===== src/rtl/ppl_defs.vh =====
// constants of the printer port pin logic
`ifndef PPL_DEFS_VH
`define PPL_DEFS_VH
// ==========================================
// register offsets
`define PPL_ADDR_DATA    4'h0
`define PPL_ADDR_STATUS  4'h1
`define PPL_ADDR_CTRL    4'h2
`define PPL_ADDR_MODE    4'h3
`define PPL_ADDR_EPPADR  4'h4
`define PPL_ADDR_EPPDAT  4'h5
// ==========================================
// control register bits
`define PPL_CTRL_HDV     0
`define PPL_CTRL_LFR     1
`define PPL_CTRL_INIT    2
`define PPL_CTRL_CHOOSE  3
`define PPL_CTRL_DIR     5
// ==========================================
// status register bits
`define PPL_ST_TMO       0
`define PPL_ST_FAULT     3
`define PPL_ST_ONLINE    4
`define PPL_ST_NOMEDIA   5
`define PPL_ST_ACK       6
`define PPL_ST_BUSY      7
// ==========================================
// mode and epp command bits
`define PPL_MODE_EPP     0
`define PPL_MODE_ABORT   1
`define PPL_EPP_WRITE    8
// ==========================================
// reset values
`define PPL_CTRL_RST     8'h04
`define PPL_MODE_RST     8'h00
// ==========================================
// timing: epp wait time-out in ns
`define PPL_TMO_NS       10000
`define PPL_CLK_NS       50
`define PPL_TMO_CYC      (`PPL_TMO_NS / `PPL_CLK_NS)
`endif


===== src/rtl/ppl_od_pin.v =====
// one pin driver: driven low or high, or floated
module ppl_od_pin (
   // clock and reset
   input  wire clk,
   input  wire rst_n,
   // request
   input  wire drive_en,
   input  wire level,
   // pin
   output reg  pin_out,
   output reg  pin_oe
);
   always @(posedge clk) begin
      if (!rst_n) begin
         pin_out <= 1'b1;
         pin_oe  <= 1'b0;
      end else begin
         pin_out <= level;
         pin_oe  <= drive_en;
      end
   end
endmodule


===== src/rtl/ppl_port.v =====
// parallel printer port pin logic with standard and epp modes
//
// The register addresses and the address-and-strobe port were decided locally.
`include "ppl_defs.vh"
module ppl_port #(
   parameter TMO_CYCLES = `PPL_TMO_CYC
) (
   // clock and reset
   input  wire       clk,
   input  wire       rst_n,
   // register port
   input  wire [3:0] reg_addr,
   input  wire [7:0] reg_wdata,
   input  wire       reg_wr,
   input  wire       reg_rd,
   output reg  [7:0] reg_rdata,
   // printer status inputs
   input  wire       ack_n_in,
   input  wire       busy_wait_in,
   input  wire       fault_n_in,
   input  wire       no_media_in,
   input  wire       printer_online_in,
   // data lines
   input  wire [7:0] port_data_lines_in,
   output reg  [7:0] port_data_lines_out,
   output reg  [7:0] port_data_lines_oe,
   // strobe pins
   output wire       host_data_valid_out,
   output wire       host_data_valid_oe,
   output wire       line_feed_request_out,
   output wire       line_feed_request_oe,
   output wire       printer_reset_out,
   output wire       printer_reset_oe,
   output wire       printer_choose_out,
   output wire       printer_choose_oe,
   // epp state
   output reg        epp_busy
);
   // ==========================================
   // epp state machine
   localparam [3:0] S_IDLE  = 4'b0001;
   localparam [3:0] S_STRB  = 4'b0010;
   localparam [3:0] S_WAIT  = 4'b0100;
   localparam [3:0] S_DONE  = 4'b1000;

   reg [7:0]  data_reg;
   reg [7:0]  ctrl_reg;
   reg [7:0]  mode_reg;
   reg [7:0]  rdat_reg;
   reg        tmo_reg;
   reg        ack_seen_reg;
   reg [3:0]  state_reg;
   reg        cyc_addr_reg;
   reg        cyc_write_reg;
   reg [15:0] tmo_cnt_reg;
   reg        ack_d_reg;

   wire epp_mode = mode_reg[`PPL_MODE_EPP];
   wire abort    = reg_wr && (reg_addr == `PPL_ADDR_MODE) && reg_wdata[`PPL_MODE_ABORT];
   wire epp_go   = epp_mode && (state_reg == S_IDLE) && reg_wr &&
                   ((reg_addr == `PPL_ADDR_EPPADR) || (reg_addr == `PPL_ADDR_EPPDAT));
   wire epp_rgo  = epp_mode && (state_reg == S_IDLE) && reg_rd &&
                   ((reg_addr == `PPL_ADDR_EPPADR) || (reg_addr == `PPL_ADDR_EPPDAT));
   wire strobing = (state_reg == S_STRB) || (state_reg == S_WAIT);
   wire tmo_hit  = (tmo_cnt_reg == TMO_CYCLES[15:0]);

   // ==========================================
   // registers and epp cycle
   always @(posedge clk) begin
      if (!rst_n) begin
         data_reg      <= 8'h00;
         ctrl_reg      <= `PPL_CTRL_RST;
         mode_reg      <= `PPL_MODE_RST;
         rdat_reg      <= 8'h00;
         tmo_reg       <= 1'b0;
         ack_seen_reg  <= 1'b0;
         state_reg     <= S_IDLE;
         cyc_addr_reg  <= 1'b0;
         cyc_write_reg <= 1'b0;
         tmo_cnt_reg   <= 16'h0000;
         ack_d_reg     <= 1'b1;
      end else begin
         ack_d_reg <= ack_n_in;
         // acknowledge falling edge is sticky until status read; set wins
         if (ack_d_reg && !ack_n_in)
            ack_seen_reg <= 1'b1;
         else if (reg_rd && reg_addr == `PPL_ADDR_STATUS)
            ack_seen_reg <= 1'b0;
         // in standard mode a new byte is refused while the printer is busy
         if (reg_wr && reg_addr == `PPL_ADDR_DATA && !(busy_wait_in && !epp_mode))
            data_reg <= reg_wdata;
         if (reg_wr && reg_addr == `PPL_ADDR_CTRL)
            ctrl_reg <= reg_wdata;
         if (reg_wr && reg_addr == `PPL_ADDR_MODE)
            mode_reg <= {7'h00, reg_wdata[`PPL_MODE_EPP]};
         if (reg_wr && reg_addr == `PPL_ADDR_STATUS && reg_wdata[`PPL_ST_TMO])
            tmo_reg <= 1'b0;
         case (state_reg)
            S_IDLE: begin
               tmo_cnt_reg <= 16'h0000;
               if (epp_go || epp_rgo) begin
                  state_reg     <= S_STRB;
                  cyc_addr_reg  <= (reg_addr == `PPL_ADDR_EPPADR);
                  cyc_write_reg <= epp_go;
                  if (epp_go)
                     data_reg <= reg_wdata;
               end
            end
            S_STRB: begin
               state_reg <= S_WAIT;
            end
            S_WAIT: begin
               tmo_cnt_reg <= tmo_cnt_reg + 16'h0001;
               if (abort || !epp_mode) begin
                  state_reg <= S_IDLE;
               end else if (tmo_hit) begin
                  tmo_reg   <= 1'b1;
                  state_reg <= S_IDLE;
               end else if (busy_wait_in) begin
                  // wait released high: cycle may finish
                  state_reg <= S_DONE;
                  if (!cyc_write_reg)
                     rdat_reg <= port_data_lines_in;
               end
            end
            S_DONE: begin
               state_reg <= S_IDLE;
            end
            default: begin
               state_reg <= S_IDLE;
            end
         endcase
      end
   end

   // ==========================================
   // read data
   always @(posedge clk) begin
      if (!rst_n) begin
         reg_rdata <= 8'h00;
      end else if (reg_rd) begin
         case (reg_addr)
            `PPL_ADDR_DATA:   reg_rdata <= ctrl_reg[`PPL_CTRL_DIR] ? port_data_lines_in
                                                                   : data_reg;
            `PPL_ADDR_STATUS: reg_rdata <= {!busy_wait_in, ack_seen_reg, no_media_in,
                                            printer_online_in, fault_n_in, 2'b00,
                                            tmo_reg};
            `PPL_ADDR_CTRL:   reg_rdata <= ctrl_reg;
            `PPL_ADDR_MODE:   reg_rdata <= mode_reg;
            `PPL_ADDR_EPPADR: reg_rdata <= rdat_reg;
            `PPL_ADDR_EPPDAT: reg_rdata <= rdat_reg;
            default:          reg_rdata <= 8'h00;
         endcase
      end else begin
         reg_rdata <= 8'h00;
      end
   end

   // ==========================================
   // data line drive and busy flag
   always @(posedge clk) begin
      if (!rst_n) begin
         port_data_lines_out <= 8'h00;
         port_data_lines_oe  <= 8'h00;
         epp_busy            <= 1'b0;
      end else begin
         port_data_lines_out <= data_reg;
         if (epp_mode)
            port_data_lines_oe <= (strobing && cyc_write_reg) ? 8'hff : 8'h00;
         else
            port_data_lines_oe <= ctrl_reg[`PPL_CTRL_DIR] ? 8'h00 : 8'hff;
         epp_busy <= (state_reg != S_IDLE);
      end
   end

   // ==========================================
   // pin function select: standard or epp
   wire hdv_en  = epp_mode ? 1'b1 : ctrl_reg[`PPL_CTRL_HDV];
   wire hdv_lvl = epp_mode ? !(strobing && cyc_write_reg) : 1'b0;
   wire lfr_en  = epp_mode ? 1'b1 : ctrl_reg[`PPL_CTRL_LFR];
   wire lfr_lvl = epp_mode ? !(strobing && !cyc_addr_reg) : 1'b0;
   wire ini_en  = !ctrl_reg[`PPL_CTRL_INIT];
   wire sli_en  = epp_mode ? 1'b1 : ctrl_reg[`PPL_CTRL_CHOOSE];
   wire sli_lvl = epp_mode ? !(strobing && cyc_addr_reg) : 1'b0;

   ppl_od_pin u_hdv (
      .clk      (clk),
      .rst_n    (rst_n),
      .drive_en (hdv_en),
      .level    (hdv_lvl),
      .pin_out  (host_data_valid_out),
      .pin_oe   (host_data_valid_oe)
   );
   ppl_od_pin u_lfr (
      .clk      (clk),
      .rst_n    (rst_n),
      .drive_en (lfr_en),
      .level    (lfr_lvl),
      .pin_out  (line_feed_request_out),
      .pin_oe   (line_feed_request_oe)
   );
   ppl_od_pin u_ini (
      .clk      (clk),
      .rst_n    (rst_n),
      .drive_en (ini_en),
      .level    (1'b0),
      .pin_out  (printer_reset_out),
      .pin_oe   (printer_reset_oe)
   );
   ppl_od_pin u_sli (
      .clk      (clk),
      .rst_n    (rst_n),
      .drive_en (sli_en),
      .level    (sli_lvl),
      .pin_out  (printer_choose_out),
      .pin_oe   (printer_choose_oe)
   );
endmodule


===== config.mk =====
export PLATFORM = sky130hd
export DESIGN_NAME = ppl_port
export DESIGN_NICKNAME = d
export VERILOG_FILES = /design/src/rtl/ppl_od_pin.v /design/src/rtl/ppl_port.v
export VERILOG_INCLUDE_DIRS = /design/src /design/src/rtl
export SDC_FILE = /design/constraint.sdc
export NUM_CORES = 1
export LEC_CHECK = 0
export BUFFER_PORTS_ARGS = -buffer_cell sky130_fd_sc_hd__buf_2
export CAP_MARGIN = 15
export CELL_PAD_IN_SITES_DETAIL_PLACEMENT = 0
export CELL_PAD_IN_SITES_GLOBAL_PLACEMENT = 1
export CORE_MARGIN = 2
export CORE_UTILIZATION = 41
export CTS_CLUSTER_DIAMETER = 80
export DETAILED_ROUTE_END_ITERATION = 8
export PLACE_DENSITY = 0.83
export SLEW_MARGIN = 30
export SYNTH_ARGS = -nofsm -noshare
export SYNTH_HDL_FRONTEND = slang
export SYNTH_SLANG_ARGS = --single-unit

===== constraint.sdc =====
create_clock -name clk -period 2.4 [get_ports clk]
set_clock_uncertainty 0.15 [all_clocks]
set_input_delay 0.48 -clock clk [delete_from_list [all_inputs] [get_ports clk]]
set_output_delay 0.48 -clock clk [all_outputs]
set_load 0.02 [all_outputs]

==> metrics.md <==
| Metric | Value |
|---|---|
| Area occupied by multi-input gates | `1630 um2` |
| Data required time at the worst endpoint | `2.53 ns` |
| Portion of the clock cycle consumed by the worst path in the final layout | `0.9070` |
| Standard cell area after detailed placement | `3746 um2` |
| Placed Cells | `528` |
| Number of warnings issued by yosys | `0` |
| Global-route wire length before repair | `13.57 mm` |
| Post-layout total power | `2.443 mW` |
| Area of all placed cells without fillers | `3956 um2` |
| Max frequency | `0.4594 GHz` |
| Switching part of the total | `0.2469` |
| Async set-or-reset flop fraction in the synthesized netlist | `0` |
| CTS Sinks | `76` |
| Setup Crit Path Kind | `flop to flop` |
| Clock slew at reported path FFs | `0.08 ns` |
| Total number of H-tree levels | `3` |
| Top_reg_cell synth | `dfxtp_1` |
| First element of the critical path | `state_reg[1]` |
| Post-CTS setup buffer count | `0` |
| Post-Synthesis Cells | `379` |
| Most frequent cells in the layout | `dfxtp_1 (76), nand2_1 (73), buf_2 (61)` |
| Finish-stage setup viols | `0` |
| Outcome | `finished clean` |
| Launch point of the worst hold path | `ack_n_in` |
| Die Footprint | `8899 um2` |
| Die extent in y | `94.34 um` |
| Detailed-router iteration count before antenna repair | `5` |
| Leading area contributor after synthesis | `dfxtp_1` |
| Total DRC errors in the routed layout | `0` |
| Slowest library cell on the worst path | `or4b_1` |
| Part of the Yosys area used for sequential elements | `0.4547` |
| Detailed router's first-iteration violation count | `204` |
| Area occupied by registers | `1521 um2` |
| R2R Path Start | `state_reg[1]` |
| Post-route setup TNS | `0 ns` |
| Leakage power | `1.635 nW` |
| Max Fanout on Critical Path | `10` |
| Worst setup SP type | `flop` |
| Initial Utilization | `0.4285` |
| Vias | `2,910` |
| Share of total power in combinational logic | `0.060` |
| Largest cells by area after synthesis | `dfxtp_1 (45%), nand2_1 (8.2%), mux2i_1 (5.1%)` |
| Layout net count | `468` |
| Syn avg cell area | `8.828 um2` |
| Post-route non-filler standard cell count | `544` |
| Via count of the first global-routing pass | `2,695` |
| Class of the most critical hold timing path | `primary input to flop` |
| Power Dens Cells | `617.5 nW/um2` |
| Tot GR Track Use | `0.1963` |
| Wirelength per Cell | `14.94 um` |
| Portion of synthesized cell area occupied by the leading cell type | `0.4547` |
| Type of destination of the critical path | `flop` |
| Layout overhead on the synthesized area | `18.25%` |
| Buffer levels on the longest clock path | `2` |
| Maximum number of pins on one net before global-route repair | `46` |
| Worst Max-Slew Pin Slew | `0.7243 ns` |
| Average via count per standard cell | `5.349` |
| Clk network pwr share | `0.417` |
| Final count of hold timing violations | `0` |
| Post-synth EDFFs | `0` |
| Arrival time at the worst endpoint | `2.31 ns` |
| Gr ovfl total | `0` |
| Final ANT Viol Nets | `0` |
| Number of gates given a new drive strength after cts | `0` |
| Library cell used as clock root buffer | `clkbuf_8` |
| Sequence of cells on the critical path | `or4b_1 > nor3_2 > mux2_2 > nor2_1` |
| Hold buffers post-CTS | `0` |
| ANT cells | `0` |
| Final critical-path required period | `2.177 ns` |
| Switching power | `0.6031 mW` |
| Width of the die | `94.34 um` |
| Post-Syn Area | `3346 um2` |
| Number of distinct library cells after synthesis | `57` |
| Post-synthesis sequential element count | `76` |
| Number of max-slew violations in the final report | `0` |
| Number of inserted filler cells in the final layout | `746` |
| Initial antenna violation count | `0` |
| Final Util | `0.5067` |
| Fin worst setup slack | `0.2232 ns` |
| IR drop worst, VDD | `273.2 uV` |
| Routability Congestion | `0.8341` |
| Worst hold slack after final layout | `0.2074 ns` |
| Ports placed on the boundary | `62` |
| Net Count, Synth | `410` |
| Headroom to the max-slew limit | `0.5135` |
| Clock latency at the later pin of the worst-skew pair | `0.35 ns` |
| Quantity of I/O buffers inserted on ports | `61` |
| Critical path's largest stage delay | `0.73 ns` |
| Largest register FFs | `16` |
| CTS tree | `built` |
| Max Cap Viol | `0` |
| Fraction of layout instances using a drive strength above 1 | `0.2670` |
| Most common cell after layout, fill and taps aside | `dfxtp_1` |
| Count of standard-cell rows | `32` |
| Unrepaired setup endpoints after global routing | `false` |
| DPL Wire Length | `5.761 mm` |
| Area of the core region | `7807 um2` |
| Seq pwr share | `0.523` |
| Total wire length after detailed routing | `8.125 mm` |
| Placement Setup Slack | `0.2332 ns` |
| Internal cell power | `1.840 mW` |
| CTS Buf Count | `9` |
## Yosys cell counts (6+ instances only)
library cell,number
a21oi_1,28
mux2i_1,17
buf_4,7
nand3_1,21
dfxtp_1,76
nor2_1,28
inv_1,15
clkbuf_1,15
o21ai_0,6
mux2_2,9
nand2_1,73
## cell families (layout without fill, tap and decap cells)
kind of cell / after synthesis / in the layout / synth area share
flops: 76 / 76 / 0.4547
mux: 26 / 26 / 0.08115
xor+xnor: 1 / 1 / 0.002618
fa+ha+maj: 2 / 2 / 0.007478
buf+inv: 43 / 106 / 0.05796
compound gates: 70 / 70 / 0.1387
simple gates: 161 / 161 / 0.2573
## layer usage
layer | global-route usage | part of all wire | vias to the layer above
met5 | 0 | 0 | -
met4 | 0.07729 | 0.016 | 0
met3 | 0.03911 | 0.060 | 10
met2 | 0.2768 | 0.42 | 101
met1 | 0.2926 | 0.50 | 1348
li1 | - | - | 1451
## worst max-delay path: cells and delay by family (launching register included)
family | cells | cell delay (ns)
DFF | 1 | 0.37
muxes | 1 | 0.38
and+or+nand+nor | 3 | 1.21
## final cells by class
type,instances,area share
clock buffers,10,0.03479
well taps,102,0.03226
flip-flops and latches,76,0.3846
clock inverters,6,0.01834
inverters,15,0.01423
repair buffers,75,0.1037
multi-input cells,260,0.4121
## power by group through the flow
stage / combinational [mW] / sequential [mW] / clock (mW)
CTS: 0.147 / 1.28 / 1.04
global route: 0.161 / 1.28 / 1.11
detailed placement: 0.146 / 1.31 / 0
global placement: 0.145 / 1.31 / 0
floorplan: 0.0848 / 1.32 / 0
finish: 0.146 / 1.28 / 1.02
## final timing paths
| path | slack [ns] | to | cells past startpoint |
|---|---|---|---|
| setup / recovery | 0.22 | tmo_cnt_reg[7] | 4 |
| hold / removal | 0.21 | ack_d_reg | 2 |
| setup reg to reg | 0.22 | tmo_cnt_reg[7] | 4 |
| hold reg to reg | 0.30 | port_data_lines_out[5] | 2 |
(Power assumes the default switching activity.)
